File: src/core/pief_pkg.sv
// Package: register map, bit positions and modes of the peripheral interrupt flag block
package pief_pkg;
	localparam int          ADDR_W       = 8;
	localparam int          DATA_W       = 32;
	localparam int          REG_W        = 8;
	localparam logic [7:0]  FLAGS_OFF    = 8'h0C;
	localparam logic [7:0]  ENABLES_OFF  = 8'h8C;
	localparam logic [7:0]  CTRL_OFF     = 8'h10;
	localparam logic [7:0]  PEND_OFF     = 8'h14;
	localparam int          BIT_T1       = 0;
	localparam int          BIT_T2       = 1;
	localparam int          BIT_CC       = 2;
	localparam int          BIT_SP       = 3;
	localparam int          BIT_CV       = 6;
	localparam int          CTRL_MODE_LO = 0;
	localparam int          CTRL_MODE_HI = 1;
	localparam int          CTRL_PERIPH_MASTER_IRQ_EN    = 6;
	localparam int          CTRL_GIE     = 7;
	localparam logic [7:0]  IMPL_MASK    = 8'h4F;
	localparam logic [7:0]  NOCONV_MASK  = 8'h0F;
	localparam logic [7:0]  REG_RESET    = 8'h00;
	localparam logic [7:0]  CTRL_MASK    = 8'hC3;
	localparam logic [23:0] DAT_PAD      = 24'h000000;

	typedef enum logic [1:0] {
		PIEF_CC_OFF  = 2'b00,
		PIEF_CC_CAPT = 2'b01,
		PIEF_CC_CMP  = 2'b10,
		PIEF_CC_PWM  = 2'b11
	} pief_ccmode_t;
endpackage : pief_pkg

File: src/core/pief_flag_bank.sv
// Sticky flag bank: hardware sets, software writes, set beats a same-cycle clear
`timescale 1ns/100ps
module pief_flag_bank
	import pief_pkg::*;
#(
	parameter int         W    = REG_W,
	parameter logic [7:0] MASK = IMPL_MASK
) (
	input  wire logic         clk_i,
	input  wire logic         rst_i,
	input  wire logic [W-1:0] set_i,
	input  wire logic         wr_i,
	input  wire logic [W-1:0] wr_data_i,
	output logic      [W-1:0] flags_o
);
	typedef struct packed {
		logic [W-1:0] flags;
	} pief_bank_t;

	pief_bank_t st_r;
	pief_bank_t st_nxt;

	always_comb begin
		st_nxt = st_r;
		if (wr_i) begin
			st_nxt.flags = wr_data_i;
		end
		// An event in the clearing cycle must not be lost
		st_nxt.flags = (st_nxt.flags | set_i) & MASK[W-1:0];
	end

	always_ff @(posedge clk_i) begin
		if (rst_i) begin
			st_r.flags <= REG_RESET[W-1:0];
		end else begin
			st_r <= st_nxt;
		end
	end

	assign flags_o = st_r.flags;
endmodule : pief_flag_bank

File: src/core/pief_top.sv
// Peripheral interrupt flags and enables behind a classic Wishbone slave
// Operation
// - Byte enable register: bit0 timer1, bit1 timer2, bit2 capcmp, bit3 serial, bit6 conv.
// - Bits 7, 5 and 4 of flags and enables read zero; writes ignored.
// - No peripheral request reaches the core unless the master enable is set.
// - Flags set on their event regardless of own enable or global enable.
// - Byte flag register; flags stay set until software writes zero.
// - Conversion flag bit 6 sets on conversion done, zero when none pending.
// - Serial flag bit 3 sets on transfer done; zero means still waiting.
// - Capcmp flag bit 2 sets on capture in capture mode or compare match in compare mode; unused when off or in PWM.
// - Timer2 period match sets bit 1; its enable gates it into the request.
// - Timer1 overflow sets bit 0; its enable gates it into the request.
// - Reset clears every implemented enable and flag; all implemented bits read/write.
`timescale 1ns/100ps
module pief_top
	import pief_pkg::*;
#(
	parameter bit HAS_CONV = 1'b1
) (
	input  wire logic              clk_i,
	input  wire logic              rst_i,
	input  wire logic              wb_cyc_i,
	input  wire logic              wb_stb_i,
	input  wire logic              wb_we_i,
	input  wire logic [ADDR_W-1:0] wb_adr_i,
	input  wire logic [3:0]        wb_sel_i,
	input  wire logic [DATA_W-1:0] wb_dat_i,
	output logic      [DATA_W-1:0] wb_dat_o,
	output logic                   wb_ack_o,
	input  wire logic              timer1_overflow_i,
	input  wire logic              timer2_match_i,
	input  wire logic              capture_evt_i,
	input  wire logic              compare_evt_i,
	input  wire logic              serial_done_i,
	input  wire logic              conv_done_i,
	output logic                   periph_irq_o
);
	// Without a converter bit 6 is held at zero as well
	localparam logic [7:0] MASK = HAS_CONV ? IMPL_MASK : NOCONV_MASK;

	typedef struct packed {
		logic               ack;
		logic [REG_W-1:0]   rdat;
		logic [REG_W-1:0]   en;
		logic               periph_master_irq_en;
		logic               global_irq_en;
		pief_ccmode_t       mode;
		logic               irq;
	} pief_state_t;

	pief_state_t      st_r;
	pief_state_t      st_nxt;
	logic [REG_W-1:0] flags_w;
	logic [REG_W-1:0] set_w;
	logic             req_w;
	logic             wr_go;
	logic             fl_wr;
	logic             en_wr;
	logic             ctl_wr;
	logic             capcmp_evt;

	function automatic logic hit(input logic [ADDR_W-1:0] a, input logic [7:0] off);
		hit = (a == off);
	endfunction : hit

	function automatic logic [REG_W-1:0] pend(input logic [REG_W-1:0] f,
		input logic [REG_W-1:0] e);
		pend = f & e;
	endfunction : pend

	assign req_w = wb_cyc_i & wb_stb_i;
	// Writes land on the edge at which the master samples ack
	assign wr_go  = req_w & wb_we_i & st_r.ack & wb_sel_i[0];
	assign fl_wr  = wr_go & hit(wb_adr_i, FLAGS_OFF);
	assign en_wr  = wr_go & hit(wb_adr_i, ENABLES_OFF);
	assign ctl_wr = wr_go & hit(wb_adr_i, CTRL_OFF);

	// Capture and compare share one flag; PWM leaves it untouched
	always_comb begin
		case (st_r.mode)
			PIEF_CC_CAPT: capcmp_evt = capture_evt_i;
			PIEF_CC_CMP:  capcmp_evt = compare_evt_i;
			PIEF_CC_OFF:  capcmp_evt = 1'b0;
			PIEF_CC_PWM:  capcmp_evt = 1'b0;
			default:      capcmp_evt = 1'b0;
		endcase
	end

	// Sources set flags whatever the enables say
	always_comb begin
		set_w         = REG_RESET;
		set_w[BIT_T1] = timer1_overflow_i;
		set_w[BIT_T2] = timer2_match_i;
		set_w[BIT_CC] = capcmp_evt;
		set_w[BIT_SP] = serial_done_i;
		set_w[BIT_CV] = conv_done_i & HAS_CONV;
	end

	pief_flag_bank #(
		.W    (REG_W),
		.MASK (MASK)
	) u_flags (
		.clk_i     (clk_i),
		.rst_i     (rst_i),
		.set_i     (set_w),
		.wr_i      (fl_wr),
		.wr_data_i (wb_dat_i[REG_W-1:0]),
		.flags_o   (flags_w)
	);

	always_comb begin
		st_nxt     = st_r;
		st_nxt.ack = req_w & ~st_r.ack;
		st_nxt.rdat = REG_RESET;
		if (req_w & ~st_r.ack) begin
			if (hit(wb_adr_i, FLAGS_OFF)) begin
				st_nxt.rdat = flags_w & MASK;
			end else if (hit(wb_adr_i, ENABLES_OFF)) begin
				st_nxt.rdat = st_r.en & MASK;
			end else if (hit(wb_adr_i, CTRL_OFF)) begin
				st_nxt.rdat[CTRL_GIE]                  = st_r.global_irq_en;
				st_nxt.rdat[CTRL_PERIPH_MASTER_IRQ_EN]                 = st_r.periph_master_irq_en;
				st_nxt.rdat[CTRL_MODE_HI:CTRL_MODE_LO] = st_r.mode;
			end else if (hit(wb_adr_i, PEND_OFF)) begin
				st_nxt.rdat = pend(flags_w, st_r.en);
			end
		end
		if (en_wr) begin
			st_nxt.en = wb_dat_i[REG_W-1:0] & MASK;
		end
		if (ctl_wr) begin
			st_nxt.global_irq_en  = wb_dat_i[CTRL_GIE];
			st_nxt.periph_master_irq_en = wb_dat_i[CTRL_PERIPH_MASTER_IRQ_EN];
			st_nxt.mode = pief_ccmode_t'(wb_dat_i[CTRL_MODE_HI:CTRL_MODE_LO]);
		end
		// One cycle of latency keeps the request output straight off a flop
		st_nxt.irq = (|pend(flags_w, st_r.en)) & st_r.periph_master_irq_en & st_r.global_irq_en;
	end

	always_ff @(posedge clk_i) begin
		if (rst_i) begin
			st_r.ack  <= 1'b0;
			st_r.rdat <= REG_RESET;
			st_r.en   <= REG_RESET;
			st_r.periph_master_irq_en <= 1'b0;
			st_r.global_irq_en  <= 1'b0;
			st_r.mode <= PIEF_CC_OFF;
			st_r.irq  <= 1'b0;
		end else begin
			st_r <= st_nxt;
		end
	end

	assign wb_dat_o     = {DAT_PAD, st_r.rdat};
	assign wb_ack_o     = st_r.ack;
	assign periph_irq_o = st_r.irq;
endmodule : pief_top

File: config.mk
export PLATFORM = sky130hd
export DESIGN_NAME = pief_top
export DESIGN_NICKNAME = d
export VERILOG_FILES = /design/src/core/pief_pkg.sv /design/src/core/pief_flag_bank.sv /design/src/core/pief_top.sv
export SDC_FILE = /design/constraint.sdc
export NUM_CORES = 1
export LEC_CHECK = 0
export BUFFER_PORTS_ARGS = -buffer_cell sky130_fd_sc_hd__buf_2
export CORE_MARGIN = 3
export CORE_UTILIZATION = 44
export DETAILED_ROUTE_END_ITERATION = 8
export HOLD_SLACK_MARGIN = 0.08
export PLACE_DENSITY = 0.87
export REMOVE_ABC_BUFFERS = 1
export SLEW_MARGIN = 20
export SYNTH_ARGS = -nofsm -noshare
export SYNTH_HDL_FRONTEND = slang
export SYNTH_SLANG_ARGS = --single-unit
File: constraint.sdc
create_clock -name clk_i -period 3.9 [get_ports clk_i]
set_clock_uncertainty 0.15 [all_clocks]
set_input_delay 0.195 -clock clk_i [delete_from_list [all_inputs] [get_ports clk_i]]
set_output_delay 0.195 -clock clk_i [all_outputs]
set_load 0.03 [all_outputs]
==> summary.txt, run 1 <==
Synth area leader: dfxtp_1
Worst Hold Class: in -> reg
Min-Delay Startpoint: rst_i
Wirelength per Cell: 11.5 µm
Gate power share: 0.162
Most common cell in the synthesized netlist: buf_4
Hold Path Sink: st_r[1]
Clock-pin slew on the worst setup and hold paths: 120 ps
Fin crit period: 2050 ps
IO Port Bufs: 33
Unique masters post-synth: 29
Prevailing post-synth register cell: dfxtp_1
CTS tree: yes
Top post-synthesis cells by area: dfxtp_1 (35%), buf_4 (19%), mux2i_1 (9.5%)
Slew Viols, Final: 0
Post-CTS resize count: 0
TritonCTS Sinks: 22
EDFF count, synth: 0
Htree depth: 1
Total track usage: 0.137
Synthesized cell area: 1260 µm²
Worst setup EP type: flip-flop
Number of global-route vias before repair: 853
Max cap viols: 0
DRT antenna net count: 0
Die area: 3550 µm²
Core area: 2610 µm²
Row count: 18
Worst Reg-to-Reg Cells: 4
Fmax: 0.487 GHz
Die Width: 59.6 µm
Crit-path slowest cell: or4b_1
Mapped Cells: 144
Leakage power: 0.664 nW
Crit-path cells: dlygate4sd3_1, buf_2, nor4b_1, or4b_1, mux2i_1, nor2_1
Setup violations, final: 0
Die height: 59.6 µm
Synth cell count leaders: buf_4 (32), dfxtp_1 (22), nor2_1 (18)
Residual DRC: 0
Crit Path Category: in -> reg
Vias per cell: 4.83
Sequential Power Share: 0.479
Sw Ratio: 0.263
Inserted Clock Buffers: 3
DR iter-0 viols: 23
Post-Syn Area per Cell: 8.78 µm²
Worst Max-Slew Pin Slew: 610 ps
Fin area: 1480 µm²
CP Data Required Time: 3960 ps
Synth Warn #: 0
Pint: 0.356 mW
Pwr/cell area: 327 nW/µm²
Initial antenna violation count: 0
CP peak stage delay: 630 ps
Total routed wirelength: 2440 µm
FF-to-FF Start: wb_ack_o
Seq cells post-synth: 22
Final Wtd Congestion: 0.810
CTS max path bufs: 2
Detail Placement HPWL: 1830 µm
# nets final: 238
Worst slew margin: 0.590
Critical Path Start Type: primary input
Clock Latency Late Sink: 310 ps
Ant. Diodes: 0
Vias: 1024
Post-CTS Repair Setup Buffers: 0
Area post-placement: 1290 µm²
CP Max Fanout: 4
Flop2flop setup slack: 2060 ps
Worst vdd ir: 0.250 mV
R2R Path End: wb_dat_o[3]
Largest net degree at the start of global routing: 17
Sequential cell area fraction in the yosys report: 0.348
Final Hold Violating Endpoints: 0
Hold path depth: 2
Global-route wire length before repair: 3710 µm
CP top delay family: simple AND/OR/NAND/NOR gates
Switching power: 0.127 mW
Setup TNS: 0 ps
Hold_buf cts: 13
Root Buffer Master: clkbuf_4
Status: complete, no violations
Area growth syn-to-layout: 16.7%
Share of cells above drive strength 1: 0.220
Async SR Flop Fraction: 0
Clock group share of total power: 0.359
GRT overflow: 0
Worst Path Buf+Inv: 2
RSZ-0062 raised after global routing: no
WP data arrival: 2110 ps
I/O Pins: 89
DR pass1 iterations: 4
Fin crit share: 0.526
Fraction of synthesized cell area taken by the top area cell type: 0.348
Initial Util: 0.484
## worst register-to-register path, stage by stage, from the launching register on
cell	delay, ps
dfxtp_1	340
nor4bb_1	540
or4b_1	510
o21ai_1	110
a22o_1	160
## registers in the layout, indices dropped and copies added, names as in the netlist
register,count
wb_ack_o,1
wb_dat_o,6
u_flags.flags_o,5
periph_irq_o,1
st_r,9
## per-stage QoR
step / instances / hold slack (ps) / setup slack, ps / utilization / total power [mW]
2_1_floorplan: 132 / 117 / 2000 / - / 0.281
3_3_place_gp: 195 / 279 / 1810 / 0.495 / 0.303
3_5_place_dp: 195 / 283 / 1780 / 0.495 / 0.304
4_1_cts: 212 / 82.6 / 1850 / 0.565 / 0.486
5_1_grt: 212 / 80.9 / 1770 / 0.565 / 0.500
6_report: 212 / 89.1 / 1850 / 0.565 / 0.483
## per-layer routing
layer  track usage  up-vias  share of wire  wire length, µm
met5             0        -              0                0
met4        0.0791        0          0.017               42
met3        0.0305        5           0.10              244
met2         0.217       50           0.43             1040
met1         0.170      449           0.46             1110
li1              -      520              -                -
## worst max path at each step
| stage | startpoint | to | slack [ps] | cells after the start |
|---|---|---|---|---|
| 6_report | wb_adr_i[3] | st_r[4] | 1850 | 6 |
| 5_1_grt | wb_adr_i[3] | u_flags.flags_o[6] | 1770 | 6 |
| 4_1_cts | wb_adr_i[3] | st_r[4] | 1850 | 6 |
| 3_5_place_dp | wb_adr_i[6] | u_flags.flags_o[0] | 1780 | 5 |
| 3_3_place_gp | wb_adr_i[6] | st_r[4] | 1810 | 5 |
| 2_1_floorplan | wb_adr_i[6] | st_r[1] | 2000 | 4 |
## layout by cell type, fill, tap and decap left out, types with 2 or more instances in the layout
master / Yosys / final
buf_2: 1 / 33
conb_1: 1 / 26
dfxtp_1: 22 / 22
nor2_1: 18 / 18
dlygate4sd3_1: 0 / 13
mux2i_1: 12 / 12
nand3_1: 7 / 7
nand2_1: 6 / 6
a211oi_1: 6 / 6
nor3_1: 5 / 5
o21ai_0: 5 / 5
inv_1: 4 / 4
nand3b_1: 3 / 3
clkbuf_4: 0 / 3
or4b_1: 2 / 2
nor4_4: 2 / 2
a22o_1: 2 / 2
a221oi_1: 2 / 2
## area by class of cell
| cell class | instances | area, µm² |
|---|---|---|
| clock buffers | 3 | 22.5 |
| clock inverters | 1 | 30.0 |
| fillers | 227 | 1140 |
| inverters | 4 | 15.0 |
| multi-input cells | 106 | 636 |
| flip-flops and latches | 22 | 440 |
| well taps | 30 | 37.5 |
| repair buffers | 46 | 295 |
## power groups by stage
stage | registers, mW | clock network, mW | logic [mW]
after floorplan | 0.236 | 0 | 0.0447
after global placement | 0.236 | 0 | 0.0668
after detailed placement | 0.237 | 0 | 0.0676
after CTS | 0.231 | 0.177 | 0.0776
after global routing | 0.232 | 0.185 | 0.0836
final | 0.231 | 0.173 | 0.0782
## cells by family after synthesis
kind of cell,synth area share
buf+inv,0.224
flops,0.348
compound gates,0.105
simple gates,0.226
mux,0.0950
other cells,0.00296
Note: power is estimated with default switching activity, not from simulation.
==> run 2: changes to the inputs <==
CORE_UTILIZATION = 41   (was 44)
PLACE_DENSITY = 0.82   (was 0.87)
clock period = 2.1 ns   (was 3.9 ns; I/O delays follow)
==> summary.txt, run 2 (synthesis gave the netlist of run 1 again) <==
Most common cell after layout, fill and taps aside: buf_2
Die Width: 61.5 µm (+3.2%)
TritonCTS Sinks: 22 (unchanged)
Final Wtd Congestion: 0.819 (+1.0%)
Die height: 61.5 µm (+3.2%)
Vias: 1064 (+3.9%)
Leakage power: 0.696 nW (+4.7%)
Core area: 2850 µm² (+9.2%)
# nets final: 244 (+2.5%)
Largest net degree at the start of global routing: 16 (-1)
Share of cells above drive strength 1: 0.245 (+0.0249)
Crit-path slowest cell: or4b_1
Max reg flops: 9 (unchanged)
Total routed wirelength: 2560 µm (+4.8%)
Worst setup EP type: flip-flop
Critical Path Start Type: primary input
Fill cell count: 289 (+27%)
I/O Pins: 89 (unchanged)
Initial antenna violation count: 0 (unchanged)
WP data arrival: 2040 ps (-70 ps)
Die area: 3790 µm² (+6.6%)
Worst slew margin: 0.623 (+0.0323)
Setup violations, final: 0 (unchanged)
Worst Hold Class: in -> reg
Post-Place Worst Slack: 155 ps (-1630 ps)
Ant. Diodes: 0 (unchanged)
Status: complete, no violations
Max cap viols: 0 (unchanged)
Setup TNS: 0 ps (unchanged)
Wirelength per Cell: 11.7 µm (+1.4%)
Worst vdd ir: 0.487 mV (+95%)
Footprint of the multi-input gates: 642 µm² (+0.98%)
Crit Path Category: in -> reg
RSZ-0062 raised after global routing: no
Fin crit period: 1970 ps
CP Data Required Time: 2170 ps (-1790 ps)
DR pass1 iterations: 4 (unchanged)
GRT overflow: 0 (unchanged)
Htree depth: 1 (unchanged)
Number of global-route vias before repair: 864 (+1.3%)
CP top delay family: simple AND/OR/NAND/NOR gates
Clock-pin slew on the worst setup and hold paths: 120 ps (about the same)
Pwr/cell area: 585 nW/µm² (+79%)
Storage cell area: 440 µm² (unchanged)
Vias per cell: 4.86 (+0.59%)
Crit-path cells: dlygate4sd3_1, buf_2, nor4b_1, or4b_1, mux2i_1, nor2_1
Clock Latency Late Sink: 310 ps (about the same)
CTS max path bufs: 2 (unchanged)
CTS tree: yes
Residual DRC: 0 (unchanged)
CP Max Fanout: 4 (unchanged)
Slew Viols, Final: 0 (unchanged)
DR iter-0 viols: 15 (-35%)
Commonest cells after routing, fill and taps aside: buf_2 (33), conb_1 (26), dfxtp_1 (22), nor2_1 (18), dlygate4sd3_1 (14)
CP peak stage delay: 630 ps (about the same)
Total track usage: 0.134 (-0.00267)
Final Hold Violating Endpoints: 0 (unchanged)
Area growth syn-to-layout: 21.1%
Global-route wire length before repair: 3830 µm (+3.2%)
Detail Placement HPWL: 1980 µm (+8.3%)
Flop2flop setup slack: 380 ps (-1680 ps)
Initial Util: 0.443 (-0.0408)
Top reg by flops: st_r
Fmax: 0.508 GHz
Worst Max-Slew Pin Slew: 565 ps (-45.1 ps)
IO Port Bufs: 33 (unchanged)
Worst Path Buf+Inv: 2 (unchanged)
DRT antenna net count: 0 (unchanged)
Fin crit share: 0.938
Inserted Clock Buffers: 3 (unchanged)
Root Buffer Master: clkbuf_4
Setup WS post-layout: 131 ps (-1720 ps)
Row count: 19 (+1)
Post-CTS Repair Setup Buffers: 0 (unchanged)
-- run 2: cell count changes in the layout (fill, tap and decap cells not counted) --
cell	before	now
dlygate4sd3_1	13	14
buf_4	0	5
nor4bb_1	1	0
nor4bb_2	0	1
-- run 2: through the flow --
step                      hold WS, ps  power (mW)  area [µm²]  utilization  instances
after CTS                        96.5       0.900        1530        0.535        219
final                            94.4       0.896        1530        0.537        219
after global routing             93.9       0.933        1530        0.537        219
after detailed placement          196       0.567        1330        0.467        201
after floorplan                  27.4       0.522        1090            -        132
after global placement            187       0.566        1330        0.467        201
-- run 2: final cells by class --
cell class	count	area share
multi-input cells	106	0.419
flip-flops and latches	22	0.288
repair buffers	52	0.224
well taps	31	0.0253
clock inverters	1	0.0196
clock buffers	3	0.0147
inverters	4	0.00980
-- run 2: final timing paths --
path / endpoint / from / depth (start not counted)
setup / recovery: st_r[1] / wb_adr_i[3] / 6
hold / removal: u_flags.flags_o[2] / compare_evt_i / 5
setup reg to reg: wb_dat_o[2] / wb_ack_o / 4
hold reg to reg: periph_irq_o / st_r[4] / 2
-- run 2: worst register-to-register path, delay by kind of cell (launching register included) --
family	cells	cell delay, ps
and+or+nand+nor	2	940
DFF	1	350
AOI/OAI and AO/OA	2	240
-- run 2: repair_timing --
item | 4_1_cts | 5_1_grt
setup endpoints to repair | 0 | 1
hold endpoints to repair | 20 | 0
hold buffers | 14 | 0
resized for setup | 0 | 1
-- run 2: metal layers --
metal | global-route usage | wire (µm)
met1 | 0.181 | 1130
met4 | 0.00909 | 0
met2 | 0.218 | 1200
met5 | 0 | 0
met3 | 0.0461 | 230
-- run 2: where the power goes --
| group | leakage (nW) | internal, mW | switching (mW) | total, mW |
|---|---|---|---|---|
| clock | 0.0279 | 0.193 | 0.124 | 0.317 |
| sequential | 0.179 | 0.424 | 0.00642 | 0.430 |
| combinational | 0.489 | 0.0484 | 0.101 | 0.149 |
| total | 0.696 | 0.665 | 0.231 | 0.896 |
==> run 3: changes to the inputs <==
CTS_BUF_LIST = sky130_fd_sc_hd__clkbuf_8 sky130_fd_sc_hd__clkbuf_16   (was unset)
TNS_END_PERCENT = 10   (was unset)
==> summary.txt, run 3 (synthesis gave the netlist of run 1 again) <==
Final Hold Violating Endpoints: 0 (unchanged)
Pint: 0.725 mW (+9.0%)
Ant. Diodes: 0 (unchanged)
WP data arrival: 2020 ps (-20 ps)
Setup TNS: 0 ps (unchanged)
Area growth syn-to-layout: 21.6%
TritonCTS Sinks: 22 (unchanged)
Htree depth: 1 (unchanged)
Leakage power: 0.698 nW (+0.30%)
Gate power share: 0.154 (-0.012)
RSZ-0062 raised after global routing: no
Worst slew margin: 0.628 (+0.00489)
Clock Latency Late Sink: 260 ps (-50 ps)
Final Non-Filler Cells: 218 (-0.46%)
CP Data Required Time: 2110 ps (-60 ps)
# nets final: 243 (-0.41%)
Post-CTS Repair Setup Buffers: 0 (unchanged)
Row count: 19 (unchanged)
Inst Count DP: 201 (unchanged)
Residual DRC: 0 (unchanged)
Clock-pin slew on the worst setup and hold paths: 80 ps (-40 ps)
Crit Path Category: in -> reg
Worst Reg-to-Reg Cells: 4 (unchanged)
Max cap viols: 0 (unchanged)
Die area: 3790 µm² (unchanged)
Worst Hold Class: in -> reg
Share of cells above drive strength 1: 0.246 (+0.00131)
Fin crit share: 0.955 (+0.0177)
Global-route wire length before repair: 3770 µm (-1.6%)
CTS max path bufs: 2 (unchanged)
Initial Util: 0.443 (unchanged)
Clock group share of total power: 0.400 (+0.046)
Core area: 2850 µm² (unchanged)
Largest net degree at the start of global routing: 16 (unchanged)
Initial antenna violation count: 0 (unchanged)
Wirelength per Cell: 11.5 µm (-1.7%)
Worst Max-Slew Pin Slew: 557 ps (-7.32 ps)
Number of global-route vias before repair: 861 (-0.35%)
Final Wtd Congestion: 0.819 (unchanged)
DR iter-0 viols: 20 (+5)
Commonest cells after routing, fill and taps aside: buf_2 (33), conb_1 (26), dfxtp_1 (22), nor2_1 (18), dlygate4sd3_1 (13)
Top reg by flops: st_r
Most common cell after layout, fill and taps aside: buf_2
Switching power: 0.237 mW (+2.6%)
I/O Pins: 89 (unchanged)
CP Max Fanout: 4 (unchanged)
Die Width: 61.5 µm (unchanged)
Worst vdd ir: 0.635 mV (+30%)
Inserted Clock Buffers: 3 (unchanged)
Critical Path Start Type: primary input
DR pass1 iterations: 4 (unchanged)
Total routed wirelength: 2500 µm (-2.2%)
DRT antenna net count: 0 (unchanged)
Root Buffer Master: clkbuf_8
Vias: 1038 (-2.4%)
Slew Viols, Final: 0 (unchanged)
CTS tree: yes
IO Port Bufs: 33 (unchanged)
Setup violations, final: 0 (unchanged)
Die height: 61.5 µm (unchanged)
Flop2flop setup slack: 330 ps (-50 ps)
GRT overflow: 0 (unchanged)
Vias per cell: 4.76 (-2.0%)
Max reg flops: 9 (unchanged)
Fmax: 0.499 GHz (-1.8%)
Hold path depth: 4 (-1)
Total track usage: 0.132 (-0.00214)
Sw Ratio: 0.246 (-0.0115)
Fin crit period: 2010 ps (+37.1 ps)
Worst setup EP type: flip-flop
Detail Placement HPWL: 1980 µm (unchanged)
Sequential Power Share: 0.447 (-0.033)
Pwr/cell area: 626 nW/µm² (+6.9%)
Status: complete, no violations
run 3: path summary, 6_finish.rpt:
check / startpoint / endpoint
setup / recovery: wb_adr_i[3] / st_r[1]
hold reg to reg: st_r[4] / periph_irq_o
setup reg to reg: wb_ack_o / wb_dat_o[3]
hold / removal: wb_adr_i[4] / wb_dat_o[7]
run 3: layer usage:
layer	wire [µm]	track usage	part of all wire	up-vias
li1	-	-	-	533
met1	1140	0.177	0.46	464
met2	1160	0.215	0.46	41
met3	196	0.0461	0.078	0
met4	0	0.00909	0	0
met5	0	0	0	-
run 3: what timing repair did:
action	4_1_cts	5_1_grt
resized for setup	0	1
setup endpoints to repair	0	4
hold buffers	13	0
hold endpoints to repair	16	0
run 3: per-stage QoR:
step / hold slack, ps / power (mW) / util / area, µm² / worst slack (ps)
2_1_floorplan: 27.4 / 0.522 / - / 1090 / 210
3_3_place_gp: 187 / 0.566 / 0.467 / 1330 / 173
3_5_place_dp: 196 / 0.567 / 0.467 / 1330 / 155
4_1_cts: 88.4 / 0.968 / 0.538 / 1530 / 10.3
5_1_grt: 113 / 1.00 / 0.539 / 1540 / 2.58
6_report: 96.4 / 0.962 / 0.539 / 1540 / 94.2
run 3: cell type report:
type	instances	area [µm²]
multi-input cells	106	639
repair buffers	51	333
well taps	31	38.8
clock inverters	1	30.0
inverters	4	15.0
flip-flops and latches	22	440
fillers	292	1320
clock buffers	3	41.3
run 3: power by group through the flow:
| stage | Combinational, mW | Sequential (mW) | Clock (mW) |
|---|---|---|---|
| finish | 0.148 | 0.430 | 0.385 |
| CTS | 0.146 | 0.430 | 0.392 |
| global placement | 0.126 | 0.439 | 0 |
| floorplan | 0.0830 | 0.439 | 0 |
| detailed placement | 0.128 | 0.439 | 0 |
| global route | 0.161 | 0.431 | 0.409 |
run 3: worst max-delay path, cell delays in order:
cell and delay [ps]:
dlygate4sd3_1 530, buf_2 140, nor4b_1 430, or4b_4 590
mux2i_1 170, nor2_1 50
